File: src/rtc_map.svh
// Offsets, field positions, reset values and timing counts of the clock core.
// Assumes it is included by bare name after the package.
// What this block does
// - Write-freeze bit D7 of control stops visible register updates.
// - Clearing write-freeze copies all time registers into the counters.
// - Visible registers resume updating within one second after release.
// - Seconds MSB halts the oscillator when 1, restarts it when 0.
// - Oscillator runs within one second of the halt bit clearing.
// - Halt bit comes out of reset set, oscillator stopped.
// - Calibration magnitude is control bits D4-D0, unsigned 0 to 31.
// - Control D5 picks direction: 1 speeds up, 0 slows down.
// - Correction splits or blanks pulses at the divide-by-256 stage.
// - 64-minute cycle; one second per eligible minute is shortened 128 or lengthened 256.
// - Magnitude N modifies only the first 2N minutes of the cycle.
// - Test enable set and oscillator running toggles lowest data line at 512 Hz.
// - Test toggle rate does not depend on calibration.
// - Power-down clears the test enable bit.
// - Century flag toggles at century turn only when its enable is set.
// - Century-toggle enable accepts writes regardless of write-freeze.
// - Timebase is a 32,768 Hz oscillator divided down to one second.
// - Read-freeze bit D6 holds visible registers without disturbing counters.
`ifndef RTC_MAP_SVH
`define RTC_MAP_SVH
`define RTC_OFF_CTL 15'h7FF8
`define RTC_OFF_SEC 15'h7FF9
`define RTC_OFF_MIN 15'h7FFA
`define RTC_OFF_HR 15'h7FFB
`define RTC_OFF_DAY 15'h7FFC
`define RTC_OFF_DATE 15'h7FFD
`define RTC_OFF_MON 15'h7FFE
`define RTC_OFF_YR 15'h7FFF
`define RTC_CTL_WFRZ 7
`define RTC_CTL_RFRZ 6
`define RTC_CTL_SIGN 5
`define RTC_SEC_HALT 7
`define RTC_DAY_FT 6
`define RTC_DAY_CEB 5
`define RTC_DAY_CENT 4
`define RTC_RST_CTL 8'h00
`define RTC_RST_HALT 1'b1
`define RTC_CLK_HZ 25000000
`define RTC_OSC_HZ 32768
`define RTC_SEC_NOM 16'h8000
`define RTC_SEC_SHORT 16'h7F80
`define RTC_SEC_LONG 16'h8100
`define RTC_CAL_MINS 6'h3E
`define RTC_TEST_BIT 5
`endif

File: src/rtc_pkg.sv
// Types shared by the clock core, the host model and the bench.
// Assumes nothing of its surroundings.
package rtc_pkg;
   typedef struct packed {
      logic [6:0] sec;
      logic [6:0] min;
      logic [5:0] hr;
      logic [2:0] day;
      logic [5:0] date;
      logic [4:0] mon;
      logic [7:0] yr;
      logic cent;
   } rtc_time_t;
   typedef struct packed {
      logic pdn;
      logic e_n;
      logic g_n;
      logic w_n;
      logic [14:0] addr;
      logic [7:0] data;
   } rtc_bus_t;
endpackage

File: src/rtc_core.sv
// Clock registers behind an asynchronous SRAM-style bus, BCD time counters.
// Assumes bus pins and power-down are asynchronous; only the eight clock
// registers at the top of the map are answered here.
`include "rtc_map.svh"
`timescale 1ns/10ps
`default_nettype none
module rtc_core import rtc_pkg::*; #(
   parameter int CLK_HZ = `RTC_CLK_HZ,
   parameter int OSC_HZ = `RTC_OSC_HZ
) (
   input wire logic CLOCK,        // 25 MHz clock
   input wire logic RST,          // Async reset, high
   input wire logic E_N,          // Chip enable, low
   input wire logic G_N,          // Output enable, low
   input wire logic W_N,          // Write enable, low
   input wire logic [14:0] ADDR,  // Byte address
   input wire logic [7:0] DQ_I,   // Data from host
   input wire logic POWER_DOWN,   // Supply failing, high
   output logic [7:0] DQ_O,       // Data to host
   output logic DQ_OE             // Data drive enable
);
   localparam logic [14:0] BASE = `RTC_OFF_CTL;
   localparam logic [2:0] I_CTL = 3'h0;
   localparam logic [2:0] I_SEC = 3'(`RTC_OFF_SEC - `RTC_OFF_CTL);
   localparam logic [2:0] I_MIN = 3'(`RTC_OFF_MIN - `RTC_OFF_CTL);
   localparam logic [2:0] I_HR = 3'(`RTC_OFF_HR - `RTC_OFF_CTL);
   localparam logic [2:0] I_DAY = 3'(`RTC_OFF_DAY - `RTC_OFF_CTL);
   localparam logic [2:0] I_DATE = 3'(`RTC_OFF_DATE - `RTC_OFF_CTL);
   localparam logic [2:0] I_MON = 3'(`RTC_OFF_MON - `RTC_OFF_CTL);
   localparam logic [2:0] I_YR = 3'(`RTC_OFF_YR - `RTC_OFF_CTL);
   localparam int BW = $bits(rtc_bus_t);
   // Idle pin levels, so the edge register sees no write ending after reset
   localparam logic [BW-1:0] BUS_IDLE = {1'b0, 1'b1, 1'b1, 1'b1, 15'h0000, 8'h00};

   // Clock block hit test, used for reads and writes
   function automatic logic is_clk(input logic [14:0] a);
      is_clk = (a[14:3] == BASE[14:3]);
   endfunction

   // Register select, one-hot on the low address bits
   function automatic logic [7:0] sel(input logic [14:0] a);
      sel = is_clk(a) ? (8'h01 << a[2:0]) : 8'h00;
   endfunction

   // Two-digit BCD increment
   function automatic logic [7:0] bcd_inc(input logic [7:0] v);
      if (v[3:0] == 4'h9) begin
         bcd_inc = {v[7:4] + 4'h1, 4'h0};
      end else begin
         bcd_inc = {v[7:4], v[3:0] + 4'h1};
      end
   endfunction

   // Leap year in BCD: tens even with units 0,4,8 or tens odd with 2,6
   function automatic logic leap(input logic [7:0] y);
      if (y[4]) begin
         leap = (y[3:0] == 4'h2) || (y[3:0] == 4'h6);
      end else begin
         leap = (y[3:0] == 4'h0) || (y[3:0] == 4'h4) || (y[3:0] == 4'h8);
      end
   endfunction

   // Last date of the month in BCD
   function automatic logic [5:0] last_date(input logic [4:0] m,
                                            input logic [7:0] y);
      case (m)
         5'h02: last_date = leap(y) ? 6'h29 : 6'h28;
         5'h04, 5'h06, 5'h09, 5'h11: last_date = 6'h30;
         default: last_date = 6'h31;
      endcase
   endfunction

   logic [BW-1:0] s1_r;
   logic [BW-1:0] s2_r;
   rtc_bus_t q_r;
   logic [7:0] ctl_r;
   logic halt_r;
   logic ft_r;
   logic ceb_r;
   rtc_time_t vis_r;
   rtc_time_t vis_nxt;
   rtc_time_t cnt_r;
   rtc_time_t cnt_nxt;
   localparam rtc_time_t RST_TIME = '{sec: 7'h00, min: 7'h00, hr: 6'h00, day: 3'h1,
                                      date: 6'h01, mon: 5'h01, yr: 8'h00, cent: 1'b0};
   logic [5:0] cal_min_r;
   logic [5:0] cal_min_nxt;
   logic [7:0] rd_data;

   rtc_bus_t b;
   logic wr_act;
   logic wr_act_q;
   logic commit;
   logic [7:0] wsel;
   logic [7:0] wd;
   logic rd_act;
   logic rd_hit;
   logic wfrz;
   logic frz_any;
   logic release_w;
   logic sec_tick;
   logic test_wave;
   logic cal_adj;
   logic min_wrap;
   logic test_on;

   // Bus pins after the two-stage synchroniser, then one delay for edges
   assign b = rtc_bus_t'(s2_r);
   assign wr_act = !b.e_n && !b.w_n;
   assign wr_act_q = !q_r.e_n && !q_r.w_n;
   // A write lands when the first of E or W rises; data held from before
   assign commit = wr_act_q && !wr_act;
   assign wsel = commit ? sel(q_r.addr) : 8'h00;
   assign wd = q_r.data;
   assign rd_act = !b.e_n && !b.g_n && b.w_n;
   assign rd_hit = rd_act && is_clk(b.addr);

   assign wfrz = ctl_r[`RTC_CTL_WFRZ];
   assign frz_any = wfrz || ctl_r[`RTC_CTL_RFRZ];
   assign release_w = wsel[I_CTL] && wfrz && !wd[`RTC_CTL_WFRZ];

   // One corrected second per eligible minute, first 2N of the first 62
   assign cal_adj = (ctl_r[4:0] != 5'h00) &&
                    (cal_min_r < {ctl_r[4:0], 1'b0}) &&
                    (cal_min_r < `RTC_CAL_MINS) &&
                    (cnt_r.sec == 7'h00);
   assign min_wrap = sec_tick && (cnt_r.sec == 7'h59);
   assign cal_min_nxt = min_wrap ? cal_min_r + 6'h01 : cal_min_r;
   assign test_on = ft_r && !halt_r;

   rtc_tbase #(
      .CLK_HZ(CLK_HZ),
      .OSC_HZ(OSC_HZ)
   ) u_tbase (
      .clk(CLOCK),
      .rst(RST),
      .run(!halt_r),
      .adj(cal_adj),
      .adj_pos(ctl_r[`RTC_CTL_SIGN]),
      .sec_tick(sec_tick),
      .test_wave(test_wave)
   );

   // Counters: load on release, else count in BCD with full carry chain
   always_comb begin
      cnt_nxt = cnt_r;
      if (release_w) begin
         cnt_nxt = vis_r;
      end else if (sec_tick) begin
         cnt_nxt.sec = 7'(bcd_inc({1'b0, cnt_r.sec}));
         if (cnt_r.sec == 7'h59) begin
            cnt_nxt.sec = 7'h00;
            cnt_nxt.min = 7'(bcd_inc({1'b0, cnt_r.min}));
            if (cnt_r.min == 7'h59) begin
               cnt_nxt.min = 7'h00;
               cnt_nxt.hr = 6'(bcd_inc({2'b00, cnt_r.hr}));
               if (cnt_r.hr == 6'h23) begin
                  cnt_nxt.hr = 6'h00;
                  cnt_nxt.day = (cnt_r.day == 3'h7) ? 3'h1 : cnt_r.day + 3'h1;
                  cnt_nxt.date = 6'(bcd_inc({2'b00, cnt_r.date}));
                  if (cnt_r.date >= last_date(cnt_r.mon, cnt_r.yr)) begin
                     cnt_nxt.date = 6'h01;
                     cnt_nxt.mon = 5'(bcd_inc({3'b000, cnt_r.mon}));
                     if (cnt_r.mon == 5'h12) begin
                        cnt_nxt.mon = 5'h01;
                        cnt_nxt.yr = bcd_inc(cnt_r.yr);
                        if (cnt_r.yr == 8'h99) begin
                           cnt_nxt.yr = 8'h00;
                           cnt_nxt.cent = cnt_r.cent ^ ceb_r;
                        end
                     end
                  end
               end
            end
         end
      end
   end

   // Visible registers: follow the counters unless frozen, take writes
   always_comb begin
      vis_nxt = vis_r;
      if (!frz_any) begin
         vis_nxt = cnt_r;
      end
      if (wsel[I_SEC]) begin
         vis_nxt.sec = wd[6:0];
      end
      if (wsel[I_MIN]) begin
         vis_nxt.min = wd[6:0];
      end
      if (wsel[I_HR]) begin
         vis_nxt.hr = wd[5:0];
      end
      if (wsel[I_DAY]) begin
         vis_nxt.day = wd[2:0];
      end
      if (wsel[I_DAY] && wfrz) begin
         vis_nxt.cent = wd[`RTC_DAY_CENT];
      end
      if (wsel[I_DATE]) begin
         vis_nxt.date = wd[5:0];
      end
      if (wsel[I_MON]) begin
         vis_nxt.mon = wd[4:0];
      end
      if (wsel[I_YR]) begin
         vis_nxt.yr = wd;
      end
   end

   // Read data, fixed-zero bits read as zero
   always_comb begin
      case (b.addr[2:0])
         I_CTL: rd_data = ctl_r;
         I_SEC: begin
            rd_data = {halt_r, vis_r.sec};
            if (test_on) begin
               rd_data[0] = test_wave;
            end
         end
         I_MIN: rd_data = {1'b0, vis_r.min};
         I_HR: rd_data = {2'b00, vis_r.hr};
         I_DAY: rd_data = {1'b0, ft_r, ceb_r, vis_r.cent, 1'b0, vis_r.day};
         I_DATE: rd_data = {2'b00, vis_r.date};
         I_MON: rd_data = {3'b000, vis_r.mon};
         I_YR: rd_data = vis_r.yr;
         default: rd_data = 8'h00;
      endcase
   end

   always_ff @(posedge CLOCK or posedge RST) begin
      if (RST) begin
         s1_r <= BUS_IDLE;
         s2_r <= BUS_IDLE;
         q_r <= rtc_bus_t'(BUS_IDLE);
      end else begin
         s1_r <= {POWER_DOWN, E_N, G_N, W_N, ADDR, DQ_I};
         s2_r <= s1_r;
         q_r <= b;
      end
   end

   always_ff @(posedge CLOCK or posedge RST) begin
      if (RST) begin
         ctl_r <= `RTC_RST_CTL;
         halt_r <= `RTC_RST_HALT;
         ft_r <= 1'b0;
         ceb_r <= 1'b0;
      end else begin
         if (wsel[I_CTL]) ctl_r <= wd;
         if (wsel[I_SEC]) halt_r <= wd[`RTC_SEC_HALT];
         if (b.pdn) begin
            ft_r <= 1'b0;
         end else if (wsel[I_DAY]) begin
            ft_r <= wd[`RTC_DAY_FT];
         end
         if (wsel[I_DAY]) ceb_r <= wd[`RTC_DAY_CEB];
      end
   end

   always_ff @(posedge CLOCK or posedge RST) begin
      if (RST) begin
         vis_r <= RST_TIME;
         cnt_r <= RST_TIME;
         cal_min_r <= 6'h00;
      end else begin
         vis_r <= vis_nxt;
         cnt_r <= cnt_nxt;
         cal_min_r <= cal_min_nxt;
      end
   end

   always_ff @(posedge CLOCK or posedge RST) begin
      if (RST) begin
         DQ_O <= 8'h00;
         DQ_OE <= 1'b0;
      end else begin
         DQ_O <= rd_hit ? rd_data : 8'h00;
         DQ_OE <= rd_hit;
      end
   end
endmodule // rtc_core
`default_nettype wire

File: src/rtc_tbase.sv
// Oscillator model, calibrated one-second divider and 512 Hz test wave.
// Assumes run and adj come from flops on the same clock.
`include "rtc_map.svh"
`timescale 1ns/10ps
`default_nettype none
module rtc_tbase #(
   parameter int CLK_HZ = `RTC_CLK_HZ,
   parameter int OSC_HZ = `RTC_OSC_HZ
) (
   input wire logic clk,        // System clock
   input wire logic rst,        // Async reset, high
   input wire logic run,        // Oscillator running
   input wire logic adj,        // This second is corrected
   input wire logic adj_pos,    // Correction direction
   output logic sec_tick,       // One-cycle second pulse
   output logic test_wave       // 512 Hz square wave
);
   logic [31:0] acc_r;
   logic [15:0] div_r;
   logic [5:0] tw_r;
   logic [31:0] sum;
   logic osc_tick;
   logic [15:0] period;
   logic div_end;
   // Phase accumulator turns the system clock into oscillator ticks
   assign sum = acc_r + 32'(OSC_HZ);
   assign osc_tick = run && (sum >= 32'(CLK_HZ));
   // Divide-by-256 stage drops 128 ticks or splits in 256 extra
   assign period = !adj ? `RTC_SEC_NOM :
                   (adj_pos ? `RTC_SEC_SHORT : `RTC_SEC_LONG);
   // Compare with >= so a period shortened mid-second still ends it
   assign div_end = osc_tick && (div_r >= period - 16'h0001);
   always_ff @(posedge clk or posedge rst) begin
      if (rst) begin
         acc_r <= 32'h0;
         div_r <= 16'h0;
         tw_r <= 6'h0;
         sec_tick <= 1'b0;
         test_wave <= 1'b0;
      end else begin
         if (run) acc_r <= osc_tick ? sum - 32'(CLK_HZ) : sum;
         if (osc_tick) div_r <= div_end ? 16'h0 : div_r + 16'h0001;
         // Own counter so calibration never shifts the test rate
         if (osc_tick) tw_r <= tw_r + 6'h01;
         sec_tick <= div_end;
         test_wave <= tw_r[`RTC_TEST_BIT];
      end
   end
endmodule // rtc_tbase
`default_nettype wire
File: config.mk
export PLATFORM = sky130hd
export DESIGN_NAME = rtc_core
export DESIGN_NICKNAME = d
export VERILOG_FILES = /design/src/rtc_pkg.sv /design/src/rtc_core.sv /design/src/rtc_tbase.sv
export VERILOG_INCLUDE_DIRS = /design/src
export SDC_FILE = /design/constraint.sdc
export NUM_CORES = 1
export LEC_CHECK = 0
export ABC_AREA = 0
export BUFFER_PORTS_ARGS = -buffer_cell sky130_fd_sc_hd__buf_4
export CORE_ASPECT_RATIO = 1.2
export CORE_MARGIN = 4
export CORE_UTILIZATION = 30
export DETAILED_ROUTE_END_ITERATION = 6
export GPL_ROUTABILITY_DRIVEN = 0
export SLEW_MARGIN = 20
export SYNTH_ARGS = -nofsm -noshare
export SYNTH_HDL_FRONTEND = slang
export SYNTH_SLANG_ARGS = --single-unit
File: constraint.sdc
create_clock -name CLOCK -period 9.7 [get_ports CLOCK]
set_clock_uncertainty 0.15 [all_clocks]
set_input_delay 0.97 -clock CLOCK [delete_from_list [all_inputs] [get_ports CLOCK]]
set_output_delay 0.97 -clock CLOCK [all_outputs]
set_load 0.02 [all_outputs]
==> reports/metrics.csv, run 1 <==
metric,value,unit
clock_sinks,241,
avgRoutedWirePerCell,16.5,microns
seq_area,6050,sq um
worst_pin_slew,1.03,ns
drive_above_1_share,10.8,%
ys.flop_type,dfrtp_1,
ctsResizeCount,0,
maxSlewHeadroom,31.0,%
grt_pass1_vias,9016,
io_pins,38,
n_fill_cell,4041,
grt_pass1_wl,48500,microns
rr_worst_depth,10,
cts-root-buf,clkbuf_16,
drt-pass1-iter-count,5,
mostFrequentLayoutCells,"226 x dfrtp_1, 127 x nor2_1, 112 x o21ai_0",
critPathKind,reg2reg,
rows,80,
async_reset_ff_share,100,%
drt-total-wl,29700,microns
layout-area-overhead-vs-synth,13.9,%
synth-seq-area-share,49.5,%
postCtsSetupRepairBufs,0,
dp_hpwl,20300,microns
num_vias,9303,
holdBufCountCts,0,
clkLatencyLatePin,0.53,ns
whs,0.193,ns
period_needed,4.42,ns
synth_cell_types,76,
antenna_found_initial,0,
ys_ff_latch,241,
die_height,229,microns
start_util,30.5,%
synth-edff-count,0,
multiInputGateArea,5720,sq um
cts_tree,done,
critPathLaunchType,register,
powerDensity,165,nW/um^2
viasPerCell,5.15,
clk_path_buf_depth,3,
drcViolationCount,0,
port_buffers,37,
finalCritPeriodShare,45.6,%
worstPathCellList,"ha_1, nand3_1, o21a_1, o32ai_1, o31ai_1, a211oi_2, buf_4, or3_1, nand2b_1, o21ai_0",
arrival,4.67,ns
die_w,192,microns
syn_area,12200,sq um
worstPathMaxFanout,16,
place_inst,1759,
die_area,44000,sq um
final_cells,1807,
hold_violations,0,
irDropWorstVdd,0.000111,V
whs_path_depth,0,
ys_warn_count,0,
min_path_type,reg2reg,
coreArea,40000,sq um
worstPathRequired,9.95,ns
tns,0,ns
n_antenna_cell,0,
nets,1327,
track_usage,13.3,%
max_cap_violations,0,
final_core_util,34.7,%
layout_commonest_cell,dfrtp_1,
antenna_left,0,
rsz0062_at_grt,false,
setup_viol,0,
htreeDepth,1,
cp_slowest_cell,a211oi_2,
syn_inst,1254,
power.total,2.30,mW
p_leak,6.26,nW
grt_max_degree,97,
end_kind,register,
clock.fmax,0.226,GHz
cts_buffers,27,
outcome,completed,
slowest_delay,0.82,ns
maxSlewViolCount,0,
grt-ovfl-total,0,
initialDrtViolationCount,731,
synth.avg_cell_area,9.74,sq um
syn_nets,1326,
path_clk_slew,0.06,ns
metal layers:
metal	track usage, %	routed length, microns
met1	18.3	13300
met2	22.0	14600
met3	1.78	1170
met4	3.52	745
met5	0	0
cell type report:
| cell class | count | share of cell area [%] |
|---|---|---|
| multi-input combinational | 900 | 41.1 |
| clock inverter | 11 | 1.54 |
| tap | 533 | 4.80 |
| sequential | 241 | 43.5 |
| clock buffer | 37 | 5.42 |
| timing repair buffer | 45 | 2.46 |
| inverter | 40 | 1.13 |
state kept, by name, indices dropped and copies added (netlist names), 6 cells and up:
register       count
cnt_r             43
vis_r             43
b                 27
s1_r              27
u_tbase.acc_r     26
q_r               17
u_tbase.div_r     16
DQ_O               8
ctl_r              8
wd                 8
cal_min_r          6
u_tbase.tw_r       6
metrics by stage:
| step | cell area (sq um) | setup WS [ns] |
|---|---|---|
| 2_1_floorplan | 12200 | 1.99 |
| 3_3_place_gp | 12900 | 5.45 |
| 3_5_place_dp | 12900 | 5.35 |
| 4_1_cts | 13900 | 5.33 |
| 5_1_grt | 13900 | 4.98 |
| 6_report | 13900 | 5.28 |
final timing paths:
| kind | endpoint | slack (ns) | from |
|---|---|---|---|
| max | u_tbase.div_r[9]$_DFFE_PP0P_ | 5.28 | u_tbase.acc_r[15]$_DFFE_PP0N_ |
| min | b[1]$_DFF_PP0_ | 0.19 | s1_r[1]$_DFF_PP0_ |
| max reg2reg | u_tbase.div_r[9]$_DFFE_PP0P_ | 5.28 | u_tbase.acc_r[15]$_DFFE_PP0N_ |
| min reg2reg | b[1]$_DFF_PP0_ | 0.19 | s1_r[1]$_DFF_PP0_ |
| max in group asynchronous | b[2]$_DFF_PP0_ | 7.65 | RST |
| min in group asynchronous | u_tbase.acc_r[20]$_DFFE_PP0N_ | 0.36 | RST |
worst max-delay path, delay by kind of cell (launching register included):
kind	cells	cell delay [ns]
compound gates	5	1.63
simple gates	3	1.08
flops	1	0.57
fa+ha+maj	1	0.52
buf+inv	1	0.33
power by group:
group | switching, mW | total, mW | internal, mW | leakage [nW]
Combinational | 0.0653 | 0.109 | 0.0433 | 2.66
Sequential | 0.0522 | 1.08 | 1.03 | 3.14
Clock | 0.407 | 1.11 | 0.700 | 0.466
Total | 0.525 | 2.30 | 1.78 | 6.26
cell usage after synthesis, types with 6 or more instances:
master / count / area share [%]
dfstp_2: 15 / 3.2
and2_1: 10 / 0.51
nor2_1: 128 / 3.9
nand4_1: 27 / 1.4
nand2_1: 107 / 3.3
a22oi_1: 7 / 0.43
ha_1: 43 / 4.4
and3_1: 19 / 0.97
nand2b_1: 13 / 0.67
clkbuf_1: 52 / 1.6
nor3b_1: 10 / 0.61
buf_2: 11 / 0.45
dfrtp_1: 226 / 46
nand3_1: 39 / 1.6
o21a_1: 7 / 0.43
a21o_1: 7 / 0.43
nor3_1: 31 / 1.3
mux2_2: 15 / 1.4
xnor2_1: 24 / 1.7
inv_1: 40 / 1.2
o21ai_0: 112 / 4.6
a31oi_1: 9 / 0.46
xor2_1: 17 / 1.2
o211ai_1: 8 / 0.49
o31ai_1: 10 / 0.61
mux2i_1: 60 / 4.9
a211oi_1: 8 / 0.49
nor4_1: 9 / 0.46
buf_1: 8 / 0.25
a21oi_1: 82 / 3.4
nor2b_1: 9 / 0.46
or3_1: 6 / 0.31
cells by family after synthesis:
logic type	share of synthesized area [%]
AOI/OAI and AO/OA	15.0
xor gates and xnor gates	2.94
adders and majority gates	4.41
buffers and inverters	3.66
DFF	49.5
muxes	6.67
and+or+nand+nor	17.8
(Power assumes the default switching activity.)
==> run 2, diff against run 1 <==
--- a/config.mk
+++ b/config.mk
@@ -6,7 +6,7 @@
 export SDC_FILE = /design/constraint.sdc
 export NUM_CORES = 1
 export LEC_CHECK = 0
-export ABC_AREA = 0
+export ABC_AREA = 1
 export BUFFER_PORTS_ARGS = -buffer_cell sky130_fd_sc_hd__buf_4
 export CORE_ASPECT_RATIO = 1.2
 export CORE_MARGIN = 4
==> constraint.sdc (replaced) <==
create_clock -name CLOCK -period 4.2 [get_ports CLOCK]
set_clock_uncertainty 0.15 [all_clocks]
set_input_delay 0.42 -clock CLOCK [delete_from_list [all_inputs] [get_ports CLOCK]]
set_output_delay 0.42 -clock CLOCK [all_outputs]
set_load 0.02 [all_outputs]
==> run 2 against run 1 <==
The run now ends with hold timing left. Worst setup slack worse by 4.4 ns. Critical path depth grew 7. Area after synthesis is 1.9% higher. Clock power rose by 120%. Design area is 4.2% higher. Cell count increased by 15%. Largest power group is now registers. Sequential share of layout area decreased by 1.8 points. Critical path type unchanged. Via count rose by 11%. Core utilization grew 0.75 points. Critical endpoint is now u_tbase.acc_r[11]$_DFFE_PP0P_. Power rose to 2.9 times the previous value.
==> reports/metrics.csv, run 2 <==
metric,value,unit,change
n_fill_cell,4162,,+3.0%
synth_compound_area_share,12.6,%,-2.3 points
ys.flop_type,dfrtp_1,,
powerDensity,455,nW/um^2,+180%
clock_sinks,241,,unchanged
cpLargestDelayFamily,simple AND/OR/NAND/NOR gates,,
outcome,finished with violations,,
violations,hold timing,,
worst_pin_slew,0.956,ns,-0.0744 ns
cts_buffers,27,,unchanged
n_antenna_cell,0,,unchanged
mostFrequentLayoutCells,"243 x nand2_1, 226 x dfrtp_1, 213 x inv_1",,
arrival,3.59,ns,-1.08 ns
end_kind,register,,
synth_top_area_share,45.4,%,-0.87 points
setup_viol,0,,unchanged
syn_nets,1521,,+15%
max_cap_violations,0,,unchanged
antenna_found_initial,0,,unchanged
period_needed,3.33,ns,-1.09 ns
die_w,194,microns,+0.91%
yosysMostFrequentCell,nand2_1,,
layout_commonest_cell,nand2_1,,
place_inst,1999,,+14%
clkLatencyLatePin,0.53,ns,about the same
slowest_delay,0.51,ns,-0.31 ns
cts_tree,done,,
power.total,6.60,mW,+190%
viasPerCell,4.96,,-3.6%
min_path_type,in2async,,
drive_above_1_share,9.45,%,-1.3 points
io_pins,38,,unchanged
port_buffers,37,,unchanged
syn_inst,1449,,+16%
critPathKind,reg2reg,,
synth_top_family_by_area,simple AND/OR/NAND/NOR gates,,
start_util,30.5,%,about the same
nets,1588,,+20%
ys_warn_count,0,,unchanged
coreArea,40800,sq um,+2.0%
syn_area,12400,sq um,+1.9%
finalCritPeriodShare,79.2,%,+34 points
ctsResizeCount,0,,unchanged
maxSlewHeadroom,36.2,%,+5.2 points
worstPathCellList,"inv_2, ha_1, inv_1, nand3_1, nor2_1, nand2_1, a21oi_2, nand2_1, nand2_1, nand2_1, nand3_4, nand2_4, inv_2, buf_4, nand2_1, nand2_1, nand2_1",,
num_vias,10300,,+11%
tns,0,ns,unchanged
grt_pass1_wl,54200,microns,+12%
rows,81,,+1.3%
async_reset_ff_share,100,%,unchanged
irDropWorstVdd,0.000252,V,+130%
clk_path_buf_depth,3,,unchanged
die_height,231,microns,+0.92%
p_leak,6.71,nW,+7.1%
yosys-top-cells-area,"dfrtp_1 45%, nand2_1 7.3%, inv_1 6.5%",,
layout-area-overhead-vs-synth,16.5,%,
whs,-0.00803,ns,-0.201 ns
maxSlewViolCount,0,,unchanged
synth-seq-area-share,48.6,%,-0.93 points
cp.buffers_inverters,4,,+3
final_cells,2073,,+15%
cp_common_cell,nand2_1,,
seq_area,6050,sq um,unchanged
postCtsSetupRepairBufs,0,,unchanged
synth-edff-count,0,,unchanged
grt_max_degree,171,,+76%
synth_cell_types,53,,-30%
synth_top_cells_by_count,"243 x nand2_1, 226 x dfrtp_1, 214 x inv_1",,
clock.fmax,0.301,GHz,+33%
worstPathRequired,4.46,ns,-5.49 ns
track_usage,14.5,%,+1.3 points
hold_violations,1,,+1
yosys.area_share.xor_xnor,3.66,%,+0.72 points
ys_ff_latch,241,,unchanged
avgRoutedWirePerCell,15.8,microns,-4.0%
path_clk_slew,0.06,ns,about the same
holdBufCountCts,27,,+27
synth.avg_cell_area,8.59,sq um,-12%
dp_hpwl,23200,microns,+14%
drcViolationCount,0,,unchanged
synth_simple_gate_area_share,22.5,%,+4.7 points
largestRegisters,"cnt_r (43), vis_r (43)",,
drt-pass1-iter-count,6,,+1
antenna_left,0,,unchanged
critPathLaunchType,register,,
initialDrtViolationCount,762,,+4.2%
drt-total-wl,32700,microns,+10%
synth.area.mux_share,0,%,-6.7 points
cp_slowest_cell,dfrtp_1,,
grt_pass1_vias,10400,,+15%
grt-ovfl-total,0,,unchanged
rsz0062_at_grt,false,,
multiInputGateArea,5370,sq um,-6.2%
die_area,44800,sq um,+1.8%
htreeDepth,1,,unchanged
cts-root-buf,clkbuf_16,,
worstPathMaxFanout,21,,+5
synth_fa_ha_area_share,4.32,%,-0.083 points
yosysTopAreaCell,dfrtp_1,,
-- run 2: worst reg2reg max path, cell delays in order, from the launching register on --
cell     delay [ns]
dfrtp_1        0.51
inv_2          0.12
ha_1           0.33
inv_1          0.10
nand3_1        0.07
nor2_1         0.15
nand2_1        0.10
a21oi_2        0.17
nand2_1        0.07
nand2_1        0.07
nand2_1        0.12
nand3_4        0.25
nand2_4        0.20
inv_2          0.33
buf_4          0.29
nand2_1        0.08
nand2_1        0.06
nand2_1        0.04
-- run 2: cell type report --
| class | count | share of cell area, % |
|---|---|---|
| flip-flops and latches | 241 | 41.7 |
| multi-input cells | 946 | 37.0 |
| inverters | 222 | 5.78 |
| clock buffers | 40 | 5.41 |
| well taps | 539 | 4.65 |
| repair buffers | 78 | 4.59 |
| clock inverters | 7 | 0.786 |
-- run 2: worst paths after layout --
check | startpoint | endpoint | slack (ns) | cells after the start
min in group CLOCK | b[0]$_DFF_PP0_ | wd[0]$_DFF_PP0_ | 0.19 | 0
worst max register to register | u_tbase.acc_r[15]$_DFFE_PP0N_ | u_tbase.acc_r[11]$_DFFE_PP0P_ | 0.87 | 17
worst min-delay path | RST | u_tbase.acc_r[21]$_DFFE_PP0N_ | -0.008 | 3
worst max-delay path | u_tbase.acc_r[15]$_DFFE_PP0N_ | u_tbase.acc_r[11]$_DFFE_PP0P_ | 0.87 | 17
worst min register to register | b[0]$_DFF_PP0_ | wd[0]$_DFF_PP0_ | 0.19 | 0
max in group asynchronous | RST | DQ_O[2]$_DFF_PP0_ | 3.17 | 3
-- run 2: metrics by stage --
step	worst slack (ns)	cell area [sq um]	utilization, %
6_report	0.873	14500	35.5
2_1_floorplan	0.480	12400	-
5_1_grt	0.441	14500	35.5
3_3_place_gp	0.939	13300	32.6
4_1_cts	0.824	14500	35.5
3_5_place_dp	0.853	13300	32.6
-- run 2: kinds of logic (layout without fill, tap and decap cells) --
family	after synthesis	after routing
DFF	241	241
buffers and inverters	262	347
AOI/OAI and AO/OA	239	239
and+or+nand+nor	612	612
xor gates and xnor gates	52	52
adders and majority gates	43	43
-- run 2: power breakdown --
part | switching, mW | internal (mW)
clock network | 0.925 | 1.47
registers | 0.230 | 2.57
logic | 0.886 | 0.518
-- run 2: layer usage --
| metal | share of wire (%) | track usage, % | vias up |
|---|---|---|---|
| met3 | 4.7 | 2.04 | 84 |
| met1 | 42 | 18.4 | 4916 |
| met2 | 49 | 25.4 | 270 |
| li1 | - | - | 5015 |
| met4 | 3.9 | 5.32 | 0 |
| met5 | 0 | 0 | - |
